--- src/hw/atsr_pkg.sv ---
/*
  atsr_pkg: constants and types shared by the translation request responder
  and its completion entry builder.
  assumes: one 50 MHz clock domain; no timing counts are needed.
*/
`default_nettype none

package atsr_pkg;

  // fault reason codes
  localparam logic [3:0] FR_CTX_PROG  = 4'h3;
  localparam logic [3:0] FR_PTE_FETCH = 4'h7;
  localparam logic [3:0] FR_ROOT_TBL  = 4'h8;
  localparam logic [3:0] FR_CTX_TBL   = 4'h9;
  localparam logic [3:0] FR_ROOT_RSVD = 4'ha;
  localparam logic [3:0] FR_CTX_RSVD  = 4'hb;
  localparam logic [3:0] FR_PTE_RSVD  = 4'hc;

  // completion status codes
  localparam logic [2:0] CPL_SC = 3'h0;
  localparam logic [2:0] CPL_CA = 3'h4;

  // completion data entry bit positions
  localparam int ENT_R   = 0;
  localparam int ENT_W   = 1;
  localparam int ENT_N   = 2;
  localparam int ENT_U   = 9;
  localparam int ENT_S   = 11;
  localparam int ENT_ADR = 12;

  // interrupt window: address bits 31:20, upper word zero
  localparam logic [11:0] INTR_WIN = 12'hfee;
  // guest width for context_addr_width code n is AGAW_BASE + LVL_BITS*n
  localparam int AGAW_BASE = 30;
  localparam int LVL_BITS  = 9;

  // register offsets
  localparam logic [7:0] REG_CTRL   = 8'h00;
  localparam logic [7:0] REG_STATUS = 8'h04;
  localparam logic [7:0] REG_CLEAR  = 8'h08;
  localparam logic [7:0] REG_ENABLE = 8'h0c;
  localparam logic [7:0] REG_FCOUNT = 8'h10;
  localparam logic [7:0] REG_LAST   = 8'h14;

  // control fields and reset values
  localparam int CTRL_MAX_GUEST_ADDR_WIDTH_LSB  = 0;
  localparam int CTRL_SAGAW_LSB = 8;
  localparam logic [5:0] CTRL_MAX_GUEST_ADDR_WIDTH_RST  = 6'h30;
  localparam logic [4:0] CTRL_SAGAW_RST = 5'h06;

  // status bits
  localparam int ST_FAULT   = 0;
  localparam int ST_ABORT   = 1;
  localparam int ST_SUCCESS = 2;
  localparam int ST_QUIET   = 3;
  localparam int ST_W       = 4;

  typedef enum logic [1:0] {
    ST_IDLE = 2'b00,
    ST_WALK = 2'b01,
    ST_CPL  = 2'b10
  } atsr_state_t;

  typedef enum logic [1:0] {
    KIND_ABORT = 2'b00,
    KIND_INTR  = 2'b01,
    KIND_EMPTY = 2'b10,
    KIND_XLATE = 2'b11
  } atsr_kind_t;

endpackage

`default_nettype wire

--- src/hw/atsr_entry_build.sv ---
/*
  atsr_entry_build: forms the 64-bit translation completion data entry
  from the outcome kind and the page walk results.
  assumes: inputs are stable in the cycle the entry is captured.
*/
`timescale 1ns/1ps
`default_nettype none

module atsr_entry_build (
  input  wire logic               kind_abort,
  input  wire logic               kind_intr,
  input  wire logic               kind_empty,
  input  wire logic               perm_r,
  input  wire logic               perm_w,
  input  wire logic               snoop_control_bit,
  input  wire logic               transient_mapping_bit,
  input  wire logic [1:0]         page_level,
  input  wire logic [51:0]        phys_page,
  output logic      [63:0]        entry
);

  wire  [5:0]  sp_bits   = 6'(atsr_pkg::LVL_BITS * int'(page_level));
  wire  [51:0] span_mask = (52'h1 << sp_bits) - 52'h1;
  // low-order ones below the first zero encode the super-page size
  wire  [51:0] adr_field = (phys_page & ~span_mask) | (span_mask >> 1);
  wire         superpage = (page_level != 2'h0);

  always_comb begin
    entry = 64'h0;
    if (kind_intr) begin
      entry[atsr_pkg::ENT_W] = 1'b1;
      entry[atsr_pkg::ENT_U] = 1'b1;
    end else if (!kind_abort && !kind_empty) begin
      entry[atsr_pkg::ENT_R] = perm_r;
      entry[atsr_pkg::ENT_W] = perm_w;
      entry[atsr_pkg::ENT_N] = snoop_control_bit;
      entry[atsr_pkg::ENT_U] = transient_mapping_bit;
      entry[atsr_pkg::ENT_S] = superpage;
      entry[63:atsr_pkg::ENT_ADR] = adr_field;
    end
  end

endmodule

`default_nettype wire

--- src/hw/atsr_responder.sv ---
/*
  atsr_responder: answers single-address translation requests from an
  endpoint with a device translation cache, using walk results from the
  page walker, reporting faults to the fault recorder, and exposing control,
  sticky status and an interrupt over a plain register port.
  assumes: walker and requester run on clk_sys; walker answers each
  walk_req with exactly one walk_done pulse.
*/
// Design decisions made here: the address map and the address-and-strobe port.
`timescale 1ns/1ps
`default_nettype none

// Functional notes
// - bad context programming: qualified 3h, abort
// - next-level entry fetch error: qualified 7h
// - root table read error: unqualified 8h
// - context table read error: unqualified 9h
// - root entry reserved bits: unqualified Ah
// - context entry reserved bits: unqualified Bh
// - leaf reserved bits with permission: qualified Ch
// - every such failure returns Completer Abort
// - qualified faults reported only if enabled
// - error checks take precedence over success
// - interrupt window: R0 W1 U1 S0 success
// - address beyond width: empty success entry
// - non-present non-leaf entry: empty success entry
// - no cumulative permission: empty success entry
// - R and W are cumulative walk permissions
// - N from snoop, U from transient bit
// - S clear for 4KB, super-page size encoded
// - U never alters R and W
module atsr_responder (
  input  wire logic               clk_sys,
  input  wire logic               rstn,
  input  wire logic               req_valid,
  output logic                    req_ready,
  input  wire logic [63:0]        req_addr,
  input  wire logic [15:0]        req_rid,
  input  wire logic [7:0]         req_tag,
  output logic                    walk_req,
  output logic      [63:0]        walk_addr,
  output logic      [15:0]        walk_rid,
  input  wire logic               walk_done,
  input  wire logic               walk_fault,
  input  wire logic [3:0]         walk_reason,
  input  wire logic               fault_report_disable,
  input  wire logic [2:0]         context_addr_width,
  input  wire logic               walk_nonleaf_np,
  input  wire logic               walk_r,
  input  wire logic               walk_w,
  input  wire logic               snoop_control_bit,
  input  wire logic               transient_mapping_bit,
  input  wire logic [1:0]         walk_level,
  input  wire logic [51:0]        walk_paddr,
  output logic                    cpl_valid,
  input  wire logic               cpl_ready,
  output logic      [2:0]         cpl_status,
  output logic      [15:0]        cpl_rid,
  output logic      [7:0]         cpl_tag,
  output logic      [63:0]        cpl_entry,
  output logic                    flt_valid,
  output logic      [3:0]         flt_reason,
  output logic                    flt_qualified,
  output logic      [15:0]        flt_rid,
  output logic      [63:0]        flt_addr,
  input  wire logic [7:0]         reg_addr,
  input  wire logic [31:0]        reg_wdata,
  input  wire logic               reg_wr,
  input  wire logic               reg_rd,
  output logic      [31:0]        reg_rdata,
  output logic                    irq
);

  // qualified codes depend on the context entry's report-disable bit
  function automatic logic is_qualified(input logic [3:0] reason);
    is_qualified = (reason == atsr_pkg::FR_CTX_PROG)  ||
                   (reason == atsr_pkg::FR_PTE_FETCH) ||
                   (reason == atsr_pkg::FR_PTE_RSVD);
  endfunction

  // true when addr exceeds 2^x - 1, x = min(max_guest_addr_width, guest width of aw)
  function automatic logic addr_beyond(input logic [63:0] addr,
                                       input logic [5:0]  max_guest_addr_width,
                                       input logic [2:0]  aw);
    logic [6:0] agaw;
    logic [6:0] x;
    agaw = 7'(atsr_pkg::AGAW_BASE + atsr_pkg::LVL_BITS * int'(aw));
    x    = ({1'b0, max_guest_addr_width} < agaw) ? {1'b0, max_guest_addr_width} : agaw;
    addr_beyond = (x < 7'd64) ? ((addr >> x) != 64'h0) : 1'b0;
  endfunction

  atsr_pkg::atsr_state_t state_q;
  atsr_pkg::atsr_state_t state_d;

  logic [63:0] addr_q;
  logic [15:0] rid_q;
  logic [7:0]  tag_q;
  logic        walk_req_q;
  logic [2:0]  cpl_status_q;
  logic [63:0] cpl_entry_q;
  logic        flt_valid_q;
  logic [3:0]  flt_reason_q;
  logic        flt_qual_q;
  logic [5:0]  max_guest_addr_width_q;
  logic [4:0]  sagaw_q;
  logic [atsr_pkg::ST_W-1:0] status_q;
  logic [atsr_pkg::ST_W-1:0] enable_q;
  logic [15:0] fcount_q;
  logic [31:0] rdata_q;

  // request handshake
  wire accept = req_valid && req_ready;
  wire cpl_go = cpl_valid && cpl_ready;
  assign req_ready = (state_q == atsr_pkg::ST_IDLE);

  // the walker's results are sampled only in the walk_done cycle;
  // outside it they may hold stale values and are never looked at
  // walk result decoding
  // an unsupported width code is a context programming fault even
  // when the walker itself saw nothing wrong
  wire aw_ok     = (context_addr_width < 3'h5) && sagaw_q[context_addr_width];
  wire err       = walk_fault || !aw_ok;
  wire [3:0] rsn = walk_fault ? walk_reason : atsr_pkg::FR_CTX_PROG;
  wire qual      = is_qualified(rsn);
  wire report    = err && (!qual || !fault_report_disable);
  wire in_intr   = (addr_q[63:32] == 32'h0) && (addr_q[31:20] == atsr_pkg::INTR_WIN);
  wire beyond    = addr_beyond(addr_q, max_guest_addr_width_q, context_addr_width);
  wire no_perm   = !(walk_r || walk_w);

  atsr_pkg::atsr_kind_t kind;
  // a fault beats every success case; the window test precedes the rest
  assign kind = err             ? atsr_pkg::KIND_ABORT :
                in_intr         ? atsr_pkg::KIND_INTR  :
                beyond          ? atsr_pkg::KIND_EMPTY :
                walk_nonleaf_np ? atsr_pkg::KIND_EMPTY :
                no_perm         ? atsr_pkg::KIND_EMPTY :
                                  atsr_pkg::KIND_XLATE;

  wire is_abort = (kind == atsr_pkg::KIND_ABORT);
  wire [2:0] status_sel = is_abort ? atsr_pkg::CPL_CA : atsr_pkg::CPL_SC;

  wire [63:0] entry_w;

  atsr_entry_build u_entry (
    .kind_abort            (is_abort),
    .kind_intr             (kind == atsr_pkg::KIND_INTR),
    .kind_empty            (kind == atsr_pkg::KIND_EMPTY),
    .perm_r                (walk_r),
    .perm_w                (walk_w),
    .snoop_control_bit     (snoop_control_bit),
    .transient_mapping_bit (transient_mapping_bit),
    .page_level            (walk_level),
    .phys_page             (walk_paddr),
    .entry                 (entry_w)
  );

  // walk results are only meaningful while a walk is outstanding
  wire done_ok = (state_q == atsr_pkg::ST_WALK) && walk_done;

  // one request in flight: req_ready stays low from acceptance until
  // the completion is taken, so a second request simply waits
  // a walker that never answers leaves the block in the walk state;
  // there is no timeout here, the walker owns that guarantee
  always_comb begin
    state_d = state_q;
    unique case (state_q)
      atsr_pkg::ST_IDLE: begin
        if (accept) begin
          state_d = atsr_pkg::ST_WALK;
        end
      end
      atsr_pkg::ST_WALK: begin
        if (walk_done) begin
          state_d = atsr_pkg::ST_CPL;
        end
      end
      atsr_pkg::ST_CPL: begin
        if (cpl_ready) begin
          state_d = atsr_pkg::ST_IDLE;
        end
      end
      default: begin
        state_d = atsr_pkg::ST_IDLE;
      end
    endcase
  end

  always_ff @(posedge clk_sys or negedge rstn) begin
    if (!rstn) begin
      state_q <= atsr_pkg::ST_IDLE;
    end else begin
      state_q <= state_d;
    end
  end

  // request capture; requester and tag are echoed in the completion
  always_ff @(posedge clk_sys or negedge rstn) begin
    if (!rstn) begin
      addr_q     <= 64'h0;
      rid_q      <= 16'h0;
      tag_q      <= 8'h0;
      walk_req_q <= 1'b0;
    end else begin
      walk_req_q <= accept;
      if (accept) begin
        addr_q <= req_addr;
        rid_q  <= req_rid;
        tag_q  <= req_tag;
      end
    end
  end

  // completion capture at the end of the walk
  // an abort carries no permissions, so its entry is forced to zero
  // rather than trusting whatever the builder made of the results
  always_ff @(posedge clk_sys or negedge rstn) begin
    if (!rstn) begin
      cpl_status_q <= atsr_pkg::CPL_SC;
      cpl_entry_q  <= 64'h0;
    end else if (done_ok) begin
      cpl_status_q <= status_sel;
      cpl_entry_q  <= is_abort ? 64'h0 : entry_w;
    end
  end

  // fault record, one pulse per reported fault
  // reason and qualification are kept for every abort, reported or
  // not, so software can still read why a quiet fault happened
  always_ff @(posedge clk_sys or negedge rstn) begin
    if (!rstn) begin
      flt_valid_q  <= 1'b0;
      flt_reason_q <= 4'h0;
      flt_qual_q   <= 1'b0;
    end else begin
      flt_valid_q <= done_ok && report;
      if (done_ok && err) begin
        flt_reason_q <= rsn;
        flt_qual_q   <= qual;
      end
    end
  end

  assign walk_req      = walk_req_q;
  assign walk_addr     = addr_q;
  assign walk_rid      = rid_q;
  assign cpl_valid     = (state_q == atsr_pkg::ST_CPL);
  assign cpl_status    = cpl_status_q;
  assign cpl_rid       = rid_q;
  assign cpl_tag       = tag_q;
  assign cpl_entry     = cpl_entry_q;
  assign flt_valid     = flt_valid_q;
  assign flt_reason    = flt_reason_q;
  assign flt_qualified = flt_qual_q;
  assign flt_rid       = rid_q;
  assign flt_addr      = addr_q;

  // register port decode
  wire wr_ctrl   = reg_wr && (reg_addr == atsr_pkg::REG_CTRL);
  wire wr_clear  = reg_wr && (reg_addr == atsr_pkg::REG_CLEAR);
  wire wr_enable = reg_wr && (reg_addr == atsr_pkg::REG_ENABLE);

  // status events; suppressed qualified faults still count as aborts
  wire [atsr_pkg::ST_W-1:0] ev;
  assign ev[atsr_pkg::ST_FAULT]   = done_ok && report;
  assign ev[atsr_pkg::ST_ABORT]   = done_ok && is_abort;
  assign ev[atsr_pkg::ST_SUCCESS] = done_ok && !is_abort;
  assign ev[atsr_pkg::ST_QUIET]   = done_ok && err && !report;

  wire [atsr_pkg::ST_W-1:0] clr_mask = wr_clear ? reg_wdata[atsr_pkg::ST_W-1:0] : '0;
  // a new event in the clearing cycle survives the clear
  wire [atsr_pkg::ST_W-1:0] status_d = (status_q & ~clr_mask) | ev;

  always_ff @(posedge clk_sys or negedge rstn) begin
    if (!rstn) begin
      max_guest_addr_width_q   <= atsr_pkg::CTRL_MAX_GUEST_ADDR_WIDTH_RST;
      sagaw_q  <= atsr_pkg::CTRL_SAGAW_RST;
      enable_q <= '0;
      status_q <= '0;
      fcount_q <= 16'h0;
    end else begin
      status_q <= status_d;
      if (wr_ctrl) begin
        max_guest_addr_width_q  <= reg_wdata[atsr_pkg::CTRL_MAX_GUEST_ADDR_WIDTH_LSB +: 6];
        sagaw_q <= reg_wdata[atsr_pkg::CTRL_SAGAW_LSB +: 5];
      end
      if (wr_enable) begin
        enable_q <= reg_wdata[atsr_pkg::ST_W-1:0];
      end
      // the count wraps silently; software must sample it often enough
      if (ev[atsr_pkg::ST_FAULT]) begin
        fcount_q <= fcount_q + 16'h1;
      end
    end
  end

  // read mux; clear register reads as zero, unmapped offsets too
  logic [31:0] rd_mux;
  always_comb begin
    rd_mux = 32'h0;
    unique case (reg_addr)
      atsr_pkg::REG_CTRL: begin
        rd_mux[atsr_pkg::CTRL_MAX_GUEST_ADDR_WIDTH_LSB +: 6]  = max_guest_addr_width_q;
        rd_mux[atsr_pkg::CTRL_SAGAW_LSB +: 5] = sagaw_q;
      end
      atsr_pkg::REG_STATUS: begin
        rd_mux[atsr_pkg::ST_W-1:0] = status_q;
      end
      atsr_pkg::REG_ENABLE: begin
        rd_mux[atsr_pkg::ST_W-1:0] = enable_q;
      end
      atsr_pkg::REG_FCOUNT: begin
        rd_mux[15:0] = fcount_q;
      end
      atsr_pkg::REG_LAST: begin
        rd_mux[3:0] = flt_reason_q;
        rd_mux[4]   = flt_qual_q;
        rd_mux[7:5] = cpl_status_q;
      end
      default: begin
        rd_mux = 32'h0;
      end
    endcase
  end

  // read data is zero outside the cycle after a read strobe, which
  // keeps a shared read-data bus free of stale values
  always_ff @(posedge clk_sys or negedge rstn) begin
    if (!rstn) begin
      rdata_q <= 32'h0;
    end else if (reg_rd) begin
      rdata_q <= rd_mux;
    end else begin
      rdata_q <= 32'h0;
    end
  end

  assign reg_rdata = rdata_q;
  // level interrupt: stays high until software clears the status bit or its enable bit
  assign irq       = |(status_q & enable_q);

endmodule

`default_nettype wire

--- config.mk ---
export PLATFORM = sky130hd
export DESIGN_NAME = atsr_responder
export DESIGN_NICKNAME = d
export VERILOG_FILES = /design/src/hw/atsr_pkg.sv /design/src/hw/atsr_entry_build.sv /design/src/hw/atsr_responder.sv
export SDC_FILE = /design/constraint.sdc
export NUM_CORES = 1
export LEC_CHECK = 0
export BUFFER_PORTS_ARGS = -buffer_cell sky130_fd_sc_hd__buf_4
export CORE_AREA = 2 2 192 194
export CTS_BUF_LIST = sky130_fd_sc_hd__clkbuf_8
export CTS_CLUSTER_SIZE = 16
export DETAILED_ROUTE_END_ITERATION = 8
export DIE_AREA = 0 0 194 196
export HOLD_SLACK_MARGIN = 0.05
export PLACE_DENSITY = 0.76
export SYNTH_ARGS = -nofsm -noshare
export SYNTH_HDL_FRONTEND = slang
export SYNTH_SLANG_ARGS = --single-unit
export TNS_END_PERCENT = 10
--- constraint.sdc ---
create_clock -name clk_sys -period 4.4 [get_ports clk_sys]
set_clock_uncertainty 0.1 [all_clocks]
set_input_delay 0.44 -clock clk_sys [delete_from_list [all_inputs] [get_ports clk_sys]]
set_output_delay 0.44 -clock clk_sys [all_outputs]
set_load 0.02 [all_outputs]
* Word level (Yosys, flattened, before mapping)
Cells that the tools add are included.
** Word-level totals
- Register bits :: 231
- Input bits :: 203
- Output and inout port bits :: 293
** Operators by class
- Add/sub/neg operators :: 3
- Multipliers :: 2
- Magnitude comparators :: 4
- Eq/ne operators :: 16
- Shifts and indexed selects :: 2
- Muxes and demuxes :: 31
- Bitwise operators :: 7
- Reduce and logical (&&, ||, !) cells :: 33
** Operators with widths (count)
- $mux 53 :: 2
- $mux 64 :: 1
- $reduce_bool 64->1 :: 1
- $shr 64x7->64 :: 1
- $and 52x52->52 :: 1
- $not 52->52 :: 1
- $or 52x51->52 :: 1
- $shl 1x6->52 const A :: 1
- $sub 52x1->52 const B :: 1
- $logic_not 32->1 :: 1
- $pmux 4 s5 :: 1
- $add 16x1->16 const B :: 1
- $eq 8x4->1 const B :: 2
- $eq 8x5->1 const B :: 2
- $mux 16 :: 1
- $logic_and 1x1->1 :: 14
- $eq 12x12->1 const B :: 1
- $pmux 2 s3 :: 2
- $mux 1 :: 10
- $mux 2 :: 5
- $pmux 5 s2 :: 1
- $mux 3 :: 3
- $and 4x4->4 :: 2
- $eq 8x3->1 const B :: 1
- other kinds (27) :: 41

* Logic depth before layout (Yosys ltp)
- Depth after elaboration :: 16
- Mapped depth :: 29
- Depth with buffers taken out :: 21

* Cells and area by module
A second synthesis with hierarchy kept.
** Second synthesis, totals
- Cell total of the unflattened synthesis :: 1659
- Area total of the unflattened synthesis :: 14694.1 um^2
** Modules (own cells, without submodules)
- atsr_responder :: times used 1, cells each 1574, area each 14071.0 um^2
- atsr_entry_build :: times used 1, cells each 85, area each 623.1 um^2

* Worst setup path after synthesis
No wires, ideal clock.
- Path type :: input-to-reg
- Start point :: input context_addr_width[0]
- End point :: register cpl_entry_q[35] (netlist: cpl_entry[35])
- Arrival time :: 5603 ps
- Slack :: -1395 ps
- Stages :: 25
- Cells stage by stage :: buf_2 inv_1 ha_1 inv_1 ha_1 a31oi_1 xnor2_1 inv_1 ha_1 a21oi_1 and2_1 o21a_1 buf_2 nor3_4 nor2_2 mux2_4 a211o_1 a221o_1 or4_1 o31ai_1 or4b_1 and3_1 buf_6 buf_6 o31ai_2
** Between the ends
- Word-level cells in the longest chain between the ends :: 16
** RTL lines
- from (decl) :: line atsr_responder.sv:47 : input wire logic [2:0] context_addr_width,
- $mul 4x3->7 :: line atsr_responder.sv:87 : agaw = 7'(atsr_pkg::AGAW_BASE + atsr_pkg::LVL_BITS * int'(aw));
- $add 5x7->7 :: line atsr_responder.sv:87
- $lt 6x7->1 :: line atsr_responder.sv:88 : x = ({1'b0, max_guest_addr_width} < agaw) ? {1'b0, max_guest_addr_width} : agaw;
- $mux 7 :: line atsr_responder.sv:88
- $shr 64x7->64 :: line atsr_responder.sv:89 : addr_beyond = (x < 7'd64) ? ((addr >> x) != 64'h0) : 1'b0;
- $reduce_bool 64->1 :: line atsr_responder.sv:89
- $mux 1 :: line atsr_responder.sv:89
- $mux 1 :: line atsr_responder.sv:134 : beyond ? atsr_pkg::KIND_EMPTY :
- $mux 2 :: line atsr_responder.sv:133 : in_intr ? atsr_pkg::KIND_INTR :
- $mux 2 (*) :: line atsr_responder.sv:132 : assign kind = err ? atsr_pkg::KIND_ABORT :
- $eq 2x2->1 or $logic_not 2->1 (tied branches) :: line atsr_responder.sv:147, atsr_responder.sv:139
- $logic_not 1->1 :: line atsr_entry_build.sv:33 : end else if (!kind_abort && !kind_empty) begin
- $logic_and 1x1->1 :: line atsr_entry_build.sv:33
- $mux 53 :: line atsr_entry_build.sv:33
- $mux 53 :: line atsr_entry_build.sv:30 : if (kind_intr) begin
- $mux 64 (*) :: line atsr_responder.sv:222 : cpl_entry_q <= is_abort ? 64'h0 : entry_w;
- to (signal assigned) :: line atsr_responder.sv:222
- to (decl) :: line atsr_responder.sv:100 : logic [63:0] cpl_entry_q;
Mark *: on every way between the ends. The rest lies on a longest branch, timed or not. The select of a mux whose other input is x is not followed.
A chain may end at the register's enable or synchronous reset.

* Worst setup path after layout
- Start point :: input context_addr_width[0]
- End point :: register cpl_entry_q[36] (netlist: cpl_entry[36])
The elaborated chain is that of the path after synthesis.

==> impl_metrics.csv <==
group,metric,value,unit
routing,first_iter_violations,1568,
flow_run,max_cap_viols,0,
routing,route.detailed.drc,0,
timing,period_share,113.8,%
timing,hold_viol_final,0,
synthesis,synth_area,0.01514,mm2
worst_hold_path,timing.hold.worst.class,"input port to flop",
synthesis,synth_async_sr_flop_share,100.0,%
synthesis,yosysTopAreaCellShare,33.39,%
clock_tree,cts_made_buffers,36,
pwr,leakagePower,0.01072,uW
timing,max_slew_margin,29.48,%
routing,wire_per_inst,24.16,um
floorplanning,die_h,196,um
pwr,swShare,46.98,%
status,status,"finished with violations",
floorplanning,floorplan.initialDensity,41.96,%
pwr,share_seq_of_total_power,27.3,%
timing,rsz0062_at_grt,"yes",
grt,grt_start_max_net_pins,99,
floorplanning,die_width,194,um
floorplanning,core.rowCount,70,
grt,grt-ovfl-total,0,
finish,diodes,0,
grt,met2_usage,61.78,%
grt,groute.layer.met3.usage,6.773,%
floorplanning,die_area,0.03802,mm2
placement,place.port_buffers,449,
placement,finalWeightedCongestion,1.077,
clock_tree,cts_htree_levels,2,
finish,fillers,2837,
synthesis,netlist-cell-type-count,84,
floorplanning,io-pin-count,496,
routing,drt_first_pass_iters,7,
timing,period_needed,5.006,ns
critical_path,crit_required,4.78,ns
finish,num-nets-final,2663,
placement,place_hpwl,49520,um
synthesis,synth_cells,1718,
grt,peak_usage_layer_in_the_global_routing_report,"met2",
pwr,netSwitchingPower,5765,uW
critical_path,critPathSlowestCell,"sky130_fd_sc_hd__a211o_4",
pwr,cellInternalPower,6507,uW
clock_tree,clkSlewWorstSetupHoldPaths,0.06,ns
routing,vias,17862,
grt,grt_pass1_wl,106400,um
synthesis,ys_dominant_reg_cell,"sky130_fd_sc_hd__dfrtp_1",
synthesis,ys_seq_area_share,34.08,%
clock_tree,cts_tree,"done",
routing,postRouteWirelength,70960,um
grt,groute.layer.met1.usage,42.47,%
timing,timing.fmax,199.8,MHz
grt,antenna_found_initial,0,
finish,layout.cells.non_filler,2937,
synthesis,synth-edff-count,0,
pwr,share_comb_of_total_power,58.4,%
routing,routed_vias_inst,6.082,
pwr,totalPowerFinal,12270,uW
synthesis,ys_ff_latch,206,
timing,layout_setup_ws,-0.6057,ns
synthesis,synth_area_leader_cell,"sky130_fd_sc_hd__dfrtp_1",
timing,setup-violations-final,57,
critical_path,worstSetupStartpointType,"input port",
finish,area_delta_synth_final,55.85,%
placement,numPlacedInstances,2706,
floorplanning,core_area,0.03608,mm2
grt,grt_pass1_vias,17653,
critical_path,arr_time_crit_path,5.38,ns
synthesis,synth.top_cells.by_area,"sky130_fd_sc_hd__dfrtp_1 33%, sky130_fd_sc_hd__mux2_2 8.0%, sky130_fd_sc_hd__buf_4 6.1%, sky130_fd_sc_hd__nand2_1 4.6%, sky130_fd_sc_hd__o21ai_0 3.6%",
timing,worst-slew-pin-transition,1.058,ns
critical_path,timing.critical_path.to_type,"flop",
timing,final-max-slew-violation-count,0,
critical_path,timing_worst_setup_path_type,"input port to flop",
pwr,power_density,520.1,mW/mm2
finish,layout-drive-gt1-share,45.97,%
critical_path,worstPathMaxFanout,14,
grt,global_route.usage.total,35.83,%
routing,antenna_violating_nets_post_route,0,
status,failing_checks,"setup timing",
clock_tree,root_buffer,"sky130_fd_sc_hd__clkbuf_8",
clock_tree,clock_path_buffers,3,
pwr,clock_power_share,14.3,%
clock_tree,number_of_sinks_on_the_clock_net,206,
clock_tree,clk_latency,0.61,ns
critical_path,slowest_stage_delay_cp,0.33,ns
synthesis,ys.warnings.count,0,
pwr,ir_drop,0.4843,mV
synthesis,synth.avg_cell_area,8.812,um2
==> cells in the mapped netlist (all sizes together), types with 12 or more instances <==
master and count:
a21oi 65, nor3 40, nand4 18, o211ai 14, nand3 55, a22oi 22, or3 12, a311oi 14
nor2b 13, nor4 19, nand2 184, and3 37, a31oi 34, ha 14, o31ai 69, o311ai 15
inv 28, a211oi 49, clkbuf 107, buf 175, mux2 109, o21ai 114, xnor2 14, nor2 70
a2111oi 24, dfrtp 202, mux2i 37
==> final cells by class <==
class | instances | area, um2 | share of cell area, %
clock buffers | 42 | 578.1 | 2.450
clock inverters | 19 | 110.1 | 0.4666
inverters | 28 | 117.6 | 0.4985
multi-input cells | 1226 | 9193 | 38.96
flip-flops and latches | 206 | 5160 | 21.87
well taps | 468 | 585.6 | 2.482
repair buffers | 948 | 7851 | 33.28
==> per-stage QoR <==
step           hold slack, ns  area (um2)  util (%)  TNS [ns]  setup slack (ns)
6_report              0.08708       23600     65.39    -31.08           -0.6057
2_1_floorplan         0.04441       15360         -    -37.18           -0.6757
5_1_grt               0.08999       23600     65.39    -37.52           -0.7052
4_1_cts               0.05240       23210     64.32    -19.63           -0.3628
3_3_place_gp           0.3608       20340     56.37    -82.71            -1.459
3_5_place_dp           0.3715       20340     56.37    -84.15            -1.530
==> per-layer routing <==
layer	part of all wire [%]	routed length, um
met5	0	0
met4	5.9	4200
met3	8.3	5915
met2	49	34860
met1	37	25980
==> power by group through the flow <==
stage	Clock [uW]	Sequential, uW	Combinational [uW]
2_1_floorplan	0	3310	3640
3_3_place_gp	0	3300	6600
3_5_place_dp	0	3310	6620
4_1_cts	1800	3290	6930
5_1_grt	1870	3410	7510
6_report	1750	3350	7170
==> cell families after synthesis <==
logic type	synth area share, %
compound gates	25.12
simple gates	16.02
buf+inv	11.30
flops	34.08
mux	11.32
xor+xnor	0.9835
fa+ha+maj	1.157
other cells	0.02477
==> path summary, 6_finish.rpt <==
kind | slack (ns) | to | from | cells past startpoint
worst max-delay path | -0.61 | cpl_entry[36]$_DFFE_PN0P_ | context_addr_width[0] | 30
worst min-delay path | 0.09 | flt_reason[0]$_DFFE_PN0P_ | walk_reason[0] | 3
worst max register to register | -0.44 | cpl_entry[36]$_DFFE_PN0P_ | max_guest_addr_width_q[2]$_DFFE_PN0P_ | 22
worst min register to register | 0.38 | cpl_entry[0]$_DFFE_PN0P_ | cpl_entry[0]$_DFFE_PN0P_ | 2
max in group asynchronous | 2.82 | cpl_tag[2]$_DFFE_PN0P_ | rstn | 3
min in group asynchronous | 0.35 | fcount_q[2]$_DFFE_PN0P_ | rstn | 2
==> cell usage in the layout (no fill, tap or decap), drive strengths merged, types with 7 or more instances in the layout <==
| cell | instances |
|---|---|
| a22oi | 22 |
| o211ai | 14 |
| a21oi | 65 |
| nor2b | 13 |
| nand4 | 18 |
| nor3 | 40 |
| o21ai | 114 |
| dlygate4sd3 | 120 |
| a21o | 7 |
| o31ai | 69 |
| nand3 | 55 |
| o21a | 10 |
| inv | 42 |
| or3 | 12 |
| nand2 | 184 |
| clkbuf | 45 |
| buf | 824 |
| o311ai | 15 |
| o22ai | 9 |
| nor2 | 70 |
| and3 | 37 |
| or4 | 9 |
| nor4 | 19 |
| xnor2 | 14 |
| a2111oi | 24 |
| a211oi | 49 |
| conb | 25 |
| dfrtp | 202 |
| a311oi | 14 |
| a21boi | 8 |
| a31oi | 34 |
| mux2i | 37 |
| ha | 14 |
| mux2 | 109 |
==> flip-flops by register name, summed over array words and instances (netlist names) <==
register	count
flt_reason	4
flt_addr	64
walk_req	1
sagaw_q	5
fcount_q	16
cpl_entry	57
flt_qualified	1
flt_valid	1
reg_rdata	16
enable_q	4
cpl_status	1
state_q	2
max_guest_addr_width_q	6
status_q	4
cpl_rid	16
cpl_tag	8
==> repair_timing <==
item	in CTS	in global routing
pin swaps	24	17
endpoints found under the setup margin	57	57
setup buffers	38	4
hold buffers	120	0
gates cloned	6	2
endpoints found under the hold margin	199	0
resized for setup	99	63
==> worst max-delay path: cells and delay by family <==
family                     cells  cell delay [ns]
AOI/OAI and AO/OA              6             1.13
xor gates and xnor gates       1             0.22
adders and majority gates      3             0.70
buffers and inverters         12             1.52
muxes                          1             0.15
and+or+nand+nor                7             1.19
Note: power is estimated with default switching activity, not from simulation.
